--- src/hw/tdr_results_pkg.sv ---
// Shared constants, register map and types for the cable diagnostic result bank
package tdr_results_pkg;
    localparam int LOC_W      = 8;
    localparam int AMP_W      = 7;
    localparam int NUM_PEAKS  = 5;
    localparam int NUM_AMPS   = 4;
    localparam int IDX_W      = 9;
    localparam int ADDR_LSB   = 2;
    localparam int HI_LSB     = 8;
    localparam int LO_LSB     = 0;
    localparam int AMP_HI_PAD = 15;
    localparam int AMP_LO_PAD = 7;
    localparam int EVT_W      = 2;

    // Register indices; byte address is four times the index
    localparam logic [IDX_W-1:0] IDX_TX_LOC_1_2 = 9'h180;
    localparam logic [IDX_W-1:0] IDX_TX_LOC_3_4 = 9'h181;
    localparam logic [IDX_W-1:0] IDX_RX1_TX5    = 9'h182;
    localparam logic [IDX_W-1:0] IDX_RX_LOC_2_3 = 9'h183;
    localparam logic [IDX_W-1:0] IDX_RX_LOC_4_5 = 9'h184;
    localparam logic [IDX_W-1:0] IDX_TX_AMP_1_2 = 9'h185;
    localparam logic [IDX_W-1:0] IDX_TX_AMP_3_4 = 9'h186;
    localparam logic [IDX_W-1:0] IDX_IRQ_STATUS = 9'h190;
    localparam logic [IDX_W-1:0] IDX_IRQ_MASK   = 9'h191;
    localparam logic [IDX_W-1:0] IDX_RES_CTRL   = 9'h192;
    localparam logic [IDX_W-1:0] IDX_RES_STATE  = 9'h193;

    localparam int EVT_DONE       = 0;
    localparam int EVT_START      = 1;
    localparam int CTRL_CAPTURE   = 0;
    localparam int STATE_VALID    = 0;
    localparam int STATE_BUSY     = 1;

    localparam logic [15:0] RESULT_RESET  = 16'h0000;
    localparam logic        CAPTURE_RESET = 1'b1;
    localparam logic [2:0]  HSIZE_WORD    = 3'h2;

    typedef struct packed {
        logic [NUM_PEAKS-1:0][LOC_W-1:0] tx_loc;
        logic [NUM_PEAKS-1:0][LOC_W-1:0] rx_loc;
        logic [NUM_AMPS-1:0][AMP_W-1:0]  tx_amp;
    } peak_results_t;

    typedef struct packed {
        logic             sel;
        logic [IDX_W-1:0] idx;
    } bus_req_t;

    typedef enum logic {RUN_IDLE, RUN_BUSY} run_state_t;

    function automatic logic [15:0] loc_word(input logic [LOC_W-1:0] hi,
                                             input logic [LOC_W-1:0] lo);
        return {hi, lo};
    endfunction

    function automatic logic [15:0] amp_word(input logic [AMP_W-1:0] hi,
                                             input logic [AMP_W-1:0] lo);
        return {1'b0, hi, 1'b0, lo};
    endfunction
endpackage

--- src/hw/cable_tdr_peak_results.sv ---
// Cable diagnostic peak location and amplitude result bank on AHB-Lite
//
// Summary of operation
// - Word 0x181: transmit peaks four and three
// - Word 0x182: receive peak one, transmit five
// - Location word: receive peaks three and two
// - Location word: receive peaks five and four
// - Location bytes encode distance to reflection
// - Word 0x185: transmit amplitudes two and one
// - Word 0x186: transmit amplitudes four and three
// - Amplitude bits 15 and 7 read zero
// - Amplitude halves pair with matching location bytes
// - Amplitude codes encode fault type
// - Word 0x180: transmit peaks two and one
//
// Decided for this implementation: register access over AHB-Lite.
`timescale 1ns/1ns
module cable_tdr_peak_results import tdr_results_pkg::*; (
    input  wire logic          clk,
    input  wire logic          rst_b,
    input  wire logic          ce,
    input  wire logic          hsel,
    input  wire logic [31:0]   haddr,
    input  wire logic [1:0]    htrans,
    input  wire logic          hwrite,
    input  wire logic [2:0]    hsize,
    input  wire logic [31:0]   hwdata,
    input  wire logic          hready,
    output logic               hreadyout,
    output logic [31:0]        hrdata,
    output logic               hresp,
    input  wire logic          diag_start,
    input  wire logic          diag_done,
    input  wire peak_results_t diag_results,
    output logic               diag_valid,
    output logic               irq
);
    logic          rst_meta_b;
    logic          rst_sync_b;
    bus_req_t      rd_req;
    bus_req_t      wr_req;
    peak_results_t res;
    run_state_t    run_state;
    logic          capture_en;
    logic [EVT_W-1:0] evt_status;
    logic [EVT_W-1:0] evt_mask;
    logic          irq_int;
    logic          status_clear;
    logic          mask_write;
    logic [15:0]   rd_word;

    // Reset asserts at once but leaves on the clock so no flop sees a runt release
    always_ff @(posedge clk or negedge rst_b) begin
        if (!rst_b) begin
            rst_meta_b <= 1'b0;
            rst_sync_b <= 1'b0;
        end else begin
            rst_meta_b <= 1'b1;
            rst_sync_b <= rst_meta_b;
        end
    end

    ahb_lite_port u_port (
        .clk    (clk),
        .rst_b  (rst_sync_b),
        .ce     (ce),
        .hsel   (hsel),
        .haddr  (haddr),
        .htrans (htrans),
        .hwrite (hwrite),
        .hsize  (hsize),
        .hready (hready),
        .rd_req (rd_req),
        .wr_req (wr_req)
    );

    assign status_clear = wr_req.sel && wr_req.idx == IDX_IRQ_STATUS;
    assign mask_write   = wr_req.sel && wr_req.idx == IDX_IRQ_MASK;

    event_irq #(.N(EVT_W)) u_irq (
        .clk      (clk),
        .rst_b    (rst_sync_b),
        .ce       (ce),
        .events   ({diag_start, diag_done}),
        .clear_en (status_clear),
        .mask_en  (mask_write),
        .wdata    (hwdata[EVT_W-1:0]),
        .status   (evt_status),
        .mask     (evt_mask),
        .irq      (irq_int)
    );

    assign irq = irq_int;

    // Software may freeze the last results while it post-processes them
    always_ff @(posedge clk or negedge rst_sync_b) begin
        if (!rst_sync_b) begin
            capture_en <= CAPTURE_RESET;
        end else if (ce && wr_req.sel && wr_req.idx == IDX_RES_CTRL) begin
            capture_en <= hwdata[CTRL_CAPTURE];
        end
    end

    always_ff @(posedge clk or negedge rst_sync_b) begin
        if (!rst_sync_b) begin
            run_state <= RUN_IDLE;
        end else if (ce) begin
            unique case (run_state)
                RUN_IDLE: begin
                    if (diag_start && !diag_done) begin
                        run_state <= RUN_BUSY;
                    end
                end
                RUN_BUSY: begin
                    if (diag_done) begin
                        run_state <= RUN_IDLE;
                    end
                end
            endcase
        end
    end

    // Whole result set is taken in one edge so no word mixes two runs
    always_ff @(posedge clk or negedge rst_sync_b) begin
        if (!rst_sync_b) begin
            res <= '0;
        end else if (ce && diag_done && capture_en) begin
            res <= diag_results;
        end
    end

    // Valid rises on the done edge, which is the capture edge while capture is enabled; with capture off it rises over the held results
    always_ff @(posedge clk or negedge rst_sync_b) begin
        if (!rst_sync_b) begin
            diag_valid <= 1'b0;
        end else if (ce) begin
            if (diag_done) begin
                diag_valid <= 1'b1;
            end else if (diag_start) begin
                diag_valid <= 1'b0;
            end
        end
    end

    always_comb begin
        rd_word = '0;
        unique case (rd_req.idx)
            IDX_TX_LOC_1_2: rd_word = loc_word(res.tx_loc[1], res.tx_loc[0]);
            IDX_TX_LOC_3_4: rd_word = loc_word(res.tx_loc[3], res.tx_loc[2]);
            IDX_RX1_TX5:    rd_word = loc_word(res.rx_loc[0], res.tx_loc[4]);
            IDX_RX_LOC_2_3: rd_word = loc_word(res.rx_loc[2], res.rx_loc[1]);
            IDX_RX_LOC_4_5: rd_word = loc_word(res.rx_loc[4], res.rx_loc[3]);
            IDX_TX_AMP_1_2: rd_word = amp_word(res.tx_amp[1], res.tx_amp[0]);
            IDX_TX_AMP_3_4: rd_word = amp_word(res.tx_amp[3], res.tx_amp[2]);
            IDX_IRQ_STATUS: rd_word = {{(16-EVT_W){1'b0}}, evt_status};
            IDX_IRQ_MASK:   rd_word = {{(16-EVT_W){1'b0}}, evt_mask};
            IDX_RES_CTRL:   rd_word = {15'h0000, capture_en};
            IDX_RES_STATE:  rd_word = {14'h0000, run_state == RUN_BUSY, diag_valid};
            default:        rd_word = RESULT_RESET;
        endcase
    end

    // Read data is registered at the address phase, giving zero wait states.
    // A read straight after a write sees the value from before that write.
    always_ff @(posedge clk or negedge rst_sync_b) begin
        if (!rst_sync_b) begin
            hrdata <= '0;
        end else if (ce && hready) begin
            hrdata <= rd_req.sel ? {16'h0000, rd_word} : 32'h0000_0000;
        end
    end

    always_ff @(posedge clk or negedge rst_sync_b) begin
        if (!rst_sync_b) begin
            hreadyout <= 1'b0;
            hresp     <= 1'b0;
        end else begin
            hreadyout <= 1'b1;
            hresp     <= 1'b0;
        end
    end

    // Helper state for checks
    logic [IDX_W-1:0] chk_idx;
    logic             chk_rd;
    always_ff @(posedge clk or negedge rst_sync_b) begin
        if (!rst_sync_b) begin
            chk_idx <= '0;
            chk_rd  <= 1'b0;
        end else if (ce && hready) begin
            chk_idx <= rd_req.idx;
            chk_rd  <= rd_req.sel;
        end
    end
endmodule

--- src/hw/ahb_lite_port.sv ---
// AHB-Lite address decode: read request in address phase, write in data phase
`timescale 1ns/1ns
module ahb_lite_port import tdr_results_pkg::*; (
    input  wire logic        clk,
    input  wire logic        rst_b,
    input  wire logic        ce,
    input  wire logic        hsel,
    input  wire logic [31:0] haddr,
    input  wire logic [1:0]  htrans,
    input  wire logic        hwrite,
    input  wire logic [2:0]  hsize,
    input  wire logic        hready,
    output bus_req_t         rd_req,
    output bus_req_t         wr_req
);
    logic take;

    // Only aligned whole-word transfers inside the bank window are decoded
    assign take = hsel && hready && htrans[1] && hsize == HSIZE_WORD
                  && haddr[ADDR_LSB-1:0] == '0 && haddr[31:IDX_W+ADDR_LSB] == '0;

    assign rd_req.sel = take && !hwrite;
    assign rd_req.idx = haddr[IDX_W+ADDR_LSB-1:ADDR_LSB];

    always_ff @(posedge clk or negedge rst_b) begin
        if (!rst_b) begin
            wr_req <= '0;
        end else if (ce && hready) begin
            wr_req.sel <= take && hwrite;
            wr_req.idx <= haddr[IDX_W+ADDR_LSB-1:ADDR_LSB];
        end
    end
endmodule

--- src/hw/event_irq.sv ---
// Sticky event status with write-one-to-clear, mask and level interrupt
`timescale 1ns/1ns
module event_irq #(
    parameter int N = 2
) (
    input  wire logic         clk,
    input  wire logic         rst_b,
    input  wire logic         ce,
    input  wire logic [N-1:0] events,
    input  wire logic         clear_en,
    input  wire logic         mask_en,
    input  wire logic [N-1:0] wdata,
    output logic      [N-1:0] status,
    output logic      [N-1:0] mask,
    output logic              irq
);
    logic [N-1:0] next_status;

    // An event in the clearing cycle survives the clear
    assign next_status = (status & ~(clear_en ? wdata : '0)) | events;

    always_ff @(posedge clk or negedge rst_b) begin
        if (!rst_b) begin
            status <= '0;
        end else if (ce) begin
            status <= next_status;
        end
    end

    always_ff @(posedge clk or negedge rst_b) begin
        if (!rst_b) begin
            mask <= '0;
        end else if (ce && mask_en) begin
            mask <= wdata;
        end
    end

    always_ff @(posedge clk or negedge rst_b) begin
        if (!rst_b) begin
            irq <= 1'b0;
        end else if (ce) begin
            irq <= |(next_status & (mask_en ? wdata : mask));
        end
    end
endmodule

--- config.mk ---
export PLATFORM = sky130hd
export DESIGN_NAME = cable_tdr_peak_results
export DESIGN_NICKNAME = d
export VERILOG_FILES = /design/src/hw/tdr_results_pkg.sv /design/src/hw/cable_tdr_peak_results.sv /design/src/hw/ahb_lite_port.sv /design/src/hw/event_irq.sv
export SDC_FILE = /design/constraint.sdc
export NUM_CORES = 1
export LEC_CHECK = 0
export ABC_CLOCK_PERIOD_IN_PS = 6030
export BUFFER_PORTS_ARGS = -buffer_cell sky130_fd_sc_hd__buf_2
export CAP_MARGIN = 20
export CORE_UTILIZATION = 51
export DETAILED_ROUTE_END_ITERATION = 8
export PLACE_DENSITY = 0.8
export SYNTH_ARGS = -nofsm -noshare
export SYNTH_HDL_FRONTEND = slang
export SYNTH_SLANG_ARGS = --single-unit
--- constraint.sdc ---
create_clock -name clk -period 6.03 [get_ports clk]
set_input_delay 0.3015 -clock clk [delete_from_list [all_inputs] [get_ports clk]]
set_output_delay 0.3015 -clock clk [all_outputs]
set_load 0.03 [all_outputs]
==> flow_metrics.tcl, run 1 <==
set metrics [dict create \
    status "finished, final reports clean" \
    clock_skew_ns 0.0110 \
    slowest_delay_ns 0.80 \
    ant_nets 0 \
    cp_slowest_cell "buf_4" \
    p_leak_nw 4.24 \
    antenna_found_initial 1 \
    path_cells "nand3_4, buf_4, mux2_2" \
    dieArea_um2 13700 \
    chipHeight_um 117 \
    synth.area.top_cells "dfrtp_1 (53%), mux2_2 (20%), mux2i_1 (5.8%)" \
    dpl_cell_area_um2 7640 \
    firstDrtPassIters 4 \
    fin_crit_ns 2.20 \
    dp.final_hpwl_um 11100 \
    finalHoldViolCount 0 \
    die_x_um 117 \
    power_density_nw_per_um2 286 \
    cp_max_fo 72 \
    synth_edf_count 0 \
    grt_overflow 0 \
    crit_type "flop to flop" \
    peakVddDrop_uv 193 \
    p_sw_mw 0.483 \
    synth_area_per_cell_um2 13.4 \
    rsz0062_at_grt "false" \
    max_slew_margin 0.302 \
    grt_use_total 0.246 \
    grt_pass1_wl_um 24600 \
    post_cts_buffers 0 \
    max-cap-violations 0 \
    clock-sinks 145 \
    cp.required_ns 6.33 \
    first_global_vias 5017 \
    clk_path_buf_depth 2 \
    finalSetupViolCount 0 \
    vias 4751 \
    start_util 0.528 \
    clk_pin_slew_worst_paths_ns 0.06 \
    yosys.area.top_type "dfrtp_1" \
    ios 221 \
    htree_num_levels 4 \
    cts_tree "built" \
    wl_per_cell_um 18.6 \
    postLayoutCellArea_um2 8360 \
    gp_congestion 0.852 \
    synth.cell_area_um2 6750 \
    numCtsBuffers 17 \
    drive_gt1_frac 0.498 \
    synthArstFlopShare 1.00 \
    worstHoldPathType "primary input to flop" \
    arrival_ns 2.50 \
    clock_latency_ns 0.42 \
    pwr-share-clk 0.523 \
    viasPerCell 5.56 \
    setup-tns-final_ns 0 \
    critPathCaptureType "flop" \
    synth_top_area_frac 0.534 \
    pwr-share-seq 0.420 \
    cp-start-kind "flop" \
    seq_area_frac_synth 0.538 \
    pwr-share-comb 0.057 \
    final_cell_mix "buf_2 (172), dfrtp_1 (143), mux2_2 (120)" \
    layout_commonest_cell "buf_2" \
    fin_crit_sh 0.364 \
    drt-total-wl_um 15900 \
    root_buffer "clkbuf_16" \
    antennaDiodeCount 0 \
    worst_pin_slew_ns 1.04 \
    rows 41 \
    syn_to_final_growth_pct 23.9 \
    grt_max_degree 77 \
    dr.first_iter.drc_count 264 \
    power.internal_mw 1.91 \
    sw_frac_of_total 0.202 \
    final_nets 855 \
    syn_inst 505 \
    port_buffers 172 \
    fmax_mhz 455 \
    coreArea_um2 12800 \
    synth-main-ff-cell "dfrtp_1" \
    synth.distinct_cells 51 \
    fin_util 0.655 \
    drc 0 \
    slew_viol_final 0 \
    ys_seq_elements 145 \
    yosysWarnings 0 \
]
layer usage:
layer  track usage  wire (um)  vias to the layer above
met5             0         14                        -
met4         0.122        376                        2
met3        0.0839       1070                       28
met2         0.429       8050                      196
met1         0.268       6370                     2348
li1              -          -                     2177
cells in the mapped netlist, types with 6 or more instances:
cell / instances
nand2_1: 26
mux2_2: 120
nand3_1: 6
buf_4: 20
o2bb2ai_1: 10
a22oi_1: 12
mux2i_1: 39
o22ai_1: 10
clkbuf_1: 15
a22o_1: 7
dfrtp_1: 144
o21ai_1: 10
buf_2: 9
a21oi_1: 7
final timing paths:
path,startpoint,to,slack [ns],cells past startpoint
min in group asynchronous,rst_b,rst_sync_b$_DFF_PN0_,0.19,2
max,capture_en$_DFFE_PN1P_,res[36]$_DFFE_PN0P_,3.83,3
max reg2reg,capture_en$_DFFE_PN1P_,res[36]$_DFFE_PN0P_,3.83,3
max in group asynchronous,rst_sync_b$_DFF_PN0_,res[78]$_DFFE_PN0P_,4.11,1
min,diag_results[55],res[55]$_DFFE_PN0P_,0.10,2
min reg2reg,rst_meta_b$_DFF_PN0_,rst_sync_b$_DFF_PN0_,0.36,0
sequential cells by signal, indices dropped and copies added (netlist names):
name	flops
u_irq.status	2
capture_en	1
rst_meta_b	1
hrdata	16
u_irq.irq	1
res	108
run_state	1
u_irq.mask	2
hreadyout	1
rst_sync_b	1
u_port.wr_req	10
diag_valid	1
stage by stage:
stage          power, mW  setup WS (ns)  hold WS (ns)  cells
2_1_floorplan       1.09           1.69       0.00591    522
3_3_place_gp        1.15           3.67        0.0870    822
3_5_place_dp        1.16           3.65        0.0911    822
4_1_cts             2.41           3.82        0.0868    855
5_1_grt             2.47           3.70        0.0837    855
6_report            2.39           3.83         0.105    855
final cells by class:
| class | count | area (um^2) |
|---|---|---|
| clock inverter | 9 | 224 |
| timing repair buffer | 176 | 893 |
| sequential | 145 | 3630 |
| tap | 172 | 215 |
| multi-input combinational | 329 | 2910 |
| fill | 957 | 4410 |
| inverter | 1 | 3.75 |
| clock buffer | 23 | 488 |
cells by family after synthesis:
kind of cell,synth area share
AO/OA/AOI/OAI,0.0840
buffers and inverters,0.0428
flip-flops,0.538
multiplexers,0.270
other,0.00111
AND/OR/NAND/NOR,0.0643
power by group through the flow:
stage | Combinational, mW | Sequential [mW] | Clock [mW]
after floorplan | 0.0683 | 1.03 | 0
after global placement | 0.134 | 1.02 | 0
after detailed placement | 0.137 | 1.02 | 0
after CTS | 0.139 | 1.00 | 1.27
after global routing | 0.150 | 1.01 | 1.32
final | 0.137 | 1.00 | 1.25
critical path: cells and delay by family, from the launching register on:
family                 cells  cell delay (ns)
multiplexers               1             0.42
buffers and inverters      1             0.80
AND/OR/NAND/NOR            1             0.41
flip-flops                 1             0.38
repair_timing:
action | in CTS | in global routing
endpoints found under the setup margin | 0 | 0
hold buffers | 1 | 0
gates resized for setup | 0 | 0
endpoints found under the hold margin | 2 | 0
No activity file was read; power rests on OpenSTA's default activity.
==> inputs of run 2 (changes only) <==
--- a/config.mk
+++ b/config.mk
@@ -5,7 +5,8 @@
 export SDC_FILE = /design/constraint.sdc
 export NUM_CORES = 1
 export LEC_CHECK = 0
-export ABC_CLOCK_PERIOD_IN_PS = 6030
+export ABC_AREA = 1
+export ABC_CLOCK_PERIOD_IN_PS = 2290
 export BUFFER_PORTS_ARGS = -buffer_cell sky130_fd_sc_hd__buf_2
 export CAP_MARGIN = 20
 export CORE_UTILIZATION = 51
==> constraint.sdc (replaced) <==
create_clock -name clk -period 2.29 [get_ports clk]
set_input_delay 0.1145 -clock clk [delete_from_list [all_inputs] [get_ports clk]]
set_output_delay 0.1145 -clock clk [all_outputs]
set_load 0.03 [all_outputs]
==> run 2 against run 1 <==
Hold slack lost 0.097 ns. Critical path depth up 10. Clock-buffer cell count fell by 2. Sequential share of layout area is 6.0 points lower. Critical endpoint is now hrdata[8]$_DFFE_PN0P_. Largest cell class unchanged. Highest routed layer is now met4.
==> flow_metrics.tcl, run 2 <==
set metrics [dict create \
    status "finished, final reports clean" \
    critPathBufInv 3 \
    wl_per_cell_um 17.4 \
    synthMuxAreaShare 0.127 \
    grt_pass1_wl_um 33900 \
    numCtsBuffers 17 \
    chipHeight_um 118 \
    ios 221 \
    max-cap-violations 0 \
    multi_input_comb_area_um2 2840 \
    synth.area.top_cells "dfrtp_1 (52%), mux2_2 (13%), nand2_1 (9.5%)" \
    coreArea_um2 13200 \
    reg_top3 "res: 108 flops, hrdata: 16 flops, u_port.wr_req: 10 flops" \
    firstDrtPassIters 5 \
    root_buffer "clkbuf_16" \
    final_cell_mix "nand2_1 (174), buf_2 (172), dfrtp_1 (143)" \
    cts_tree "built" \
    fin_cells 1237 \
    synth_xor_area_frac 0 \
    path_cells "dlygate4sd3_1, buf_2, nor2_4, nand2_1, nor2_1, nand2_2, inv_1, nand2_1, nand2_1, nor2_1, nand2_1, nand3_1, nand2_1" \
    p_leak_nw 5.33 \
    rows 42 \
    cp.required_ns 2.65 \
    crit_family "simple AND/OR/NAND/NOR gates" \
    setup-tns-final_ns 0 \
    seq_area_frac_synth 0.526 \
    cts_hold_buf 117 \
    synth_common_cells "nand2_1 (174), dfrtp_1 (144), nor2_1 (108)" \
    grt_use_total 0.324 \
    synthArstFlopShare 1.00 \
    endpoint "hrdata[8]$_DFFE_PN0P_" \
    slew_viol_final 0 \
    finalHoldViolCount 0 \
    yosysWarnings 0 \
    yosys.area.top_type "dfrtp_1" \
    power_density_nw_per_um2 641 \
    drive_gt1_frac 0.292 \
    clock-sinks 145 \
    hold_ws_ns 0.00769 \
    start_util 0.521 \
    synth.distinct_cells 29 \
    critPathCaptureType "flop" \
    peakVddDrop_uv 451 \
    cts.repair.resized 0 \
    crit_start "haddr[5]" \
    synth_compound_area_frac 0.0464 \
    worstHoldPathType "primary input to flop" \
    slowest_delay_ns 0.54 \
    layout_commonest_cell "nand2_1" \
    ant_nets 0 \
    synth_top_family_by_area "simple AND/OR/NAND/NOR gates" \
    cp-start-kind "primary input" \
    synth_top_area_frac 0.522 \
    dr.first_iter.drc_count 408 \
    reg2reg_from "capture_en$_DFFE_PN1P_" \
    clk_path_buf_depth 2 \
    fmax_mhz 490 \
    syn_inst 756 \
    first_global_vias 6846 \
    gp_congestion 0.879 \
    synthAdderAreaFrac 0 \
    dp.final_hpwl_um 12700 \
    htree_num_levels 4 \
    die_x_um 118 \
    place_inst 1086 \
    crit_type "primary input to flop" \
    grt_max_degree 80 \
    synth_edf_count 0 \
    fin_crit_sh 0.891 \
    synth.cell_area_um2 6900 \
    fin_crit_ns 2.04 \
    yosys.area_share.simple 0.226 \
    cp_slowest_cell "dlygate4sd3_1" \
    finalSetupViolCount 0 \
    clock_latency_ns 0.43 \
    fill_cells 878 \
    antenna_found_initial 3 \
    dieArea_um2 14000 \
    regMostFlops "res" \
    finalPower_mw 6.22 \
    drc 0 \
    worst_pin_slew_ns 0.618 \
    cp.depth 13 \
    yosysMostFrequentCell "nand2_1" \
    vias 6465 \
    drt-total-wl_um 21500 \
    viasPerCell 5.23 \
    post_cts_buffers 0 \
    seq_area_um2 3630 \
    r2r-end "res[91]$_DFFE_PN0P_" \
    syn_to_final_growth_pct 40.7 \
    final_nets 1231 \
    port_buffers 172 \
    max_slew_margin 0.587 \
    largest_reg_flops 108 \
    ys_seq_elements 145 \
    synth_area_per_cell_um2 9.13 \
    reg2reg_slack_ns 0.56 \
    arrival_ns 2.40 \
    rsz0062_at_grt "false" \
    clock_skew_ns 0.00658 \
    path_common_cell "nand2_1" \
    ff2ff_path_depth 3 \
    clk_pin_slew_worst_paths_ns 0.06 \
    synth-main-ff-cell "dfrtp_1" \
    grt_overflow 0 \
    cp_max_fo 8 \
]
run 2: cell count changes after synthesis, moves of 12 or more:
cell     change
inv_1       +53
mux2_2      -42
nand2_1    +148
a21oi_1     +26
nand4_1     +21
mux2i_1     -39
nand3_1     +38
a22oi_1     -12
o21ai_0     +22
nor2_1     +105
run 2: worst min-delay path, delay by kind of cell:
| kind | cells | cell delay [ns] |
|---|---|---|
| buf+inv | 2 | 0.17 |
| compound gates | 1 | 0.09 |
run 2: logic make-up after synthesis:
| kind of cell | after synthesis |
|---|---|
| and+or+nand+nor | 364 |
| DFF | 145 |
| buffers and inverters | 104 |
| muxes | 78 |
| AOI/OAI and AO/OA | 63 |
| other | 2 |
run 2: layout make-up:
type | instances | share of cell area
antenna | 3 | 0.000773
clock inverter | 10 | 0.0164
clock buffer | 21 | 0.0464
sequential | 145 | 0.374
inverter | 57 | 0.0220
tap | 176 | 0.0227
timing repair buffer | 301 | 0.225
multi-input combinational | 524 | 0.292
run 2: worst min path at each step:
stage,start,endpoint,slack (ns),depth (start not counted)
floorplan,rst_b,rst_meta_b$_DFF_PN0_,-0.18,0
global placement,rst_b,rst_meta_b$_DFF_PN0_,-0.1,1
detailed placement,rst_b,rst_meta_b$_DFF_PN0_,-0.1,1
CTS,haddr[9],u_port.wr_req[7]$_DFFE_PN0P_,0.006,3
global route,haddr[9],u_port.wr_req[7]$_DFFE_PN0P_,0.02,3
finish,haddr[9],u_port.wr_req[7]$_DFFE_PN0P_,0.008,3
run 2: power breakdown:
| part | internal (mW) | switching [mW] | total, mW |
|---|---|---|---|
| logic | 0.310 | 0.305 | 0.614 |
| registers | 2.66 | 0.0545 | 2.71 |
| clock network | 1.84 | 1.05 | 2.90 |
| total | 4.81 | 1.41 | 6.22 |
run 2: metal layers:
metal | up-vias | GRT usage | part of all wire
li1 | 3000 | - | -
met2 | 322 | 0.567 | 0.50
met4 | 0 | 0.208 | 0.055
met1 | 3052 | 0.360 | 0.38
met3 | 91 | 0.0637 | 0.059
met5 | - | 0 | 0
run 2: metrics by stage:
stage                     cell area (um^2)  worst slack, ns  utilization
after floorplan                       6970            0.769            -
after global placement                7920            0.485        0.598
after detailed placement              7920            0.461        0.598
final                                 9710            0.249        0.733
after CTS                             9700            0.312        0.733
after global routing                  9710           0.0701        0.733
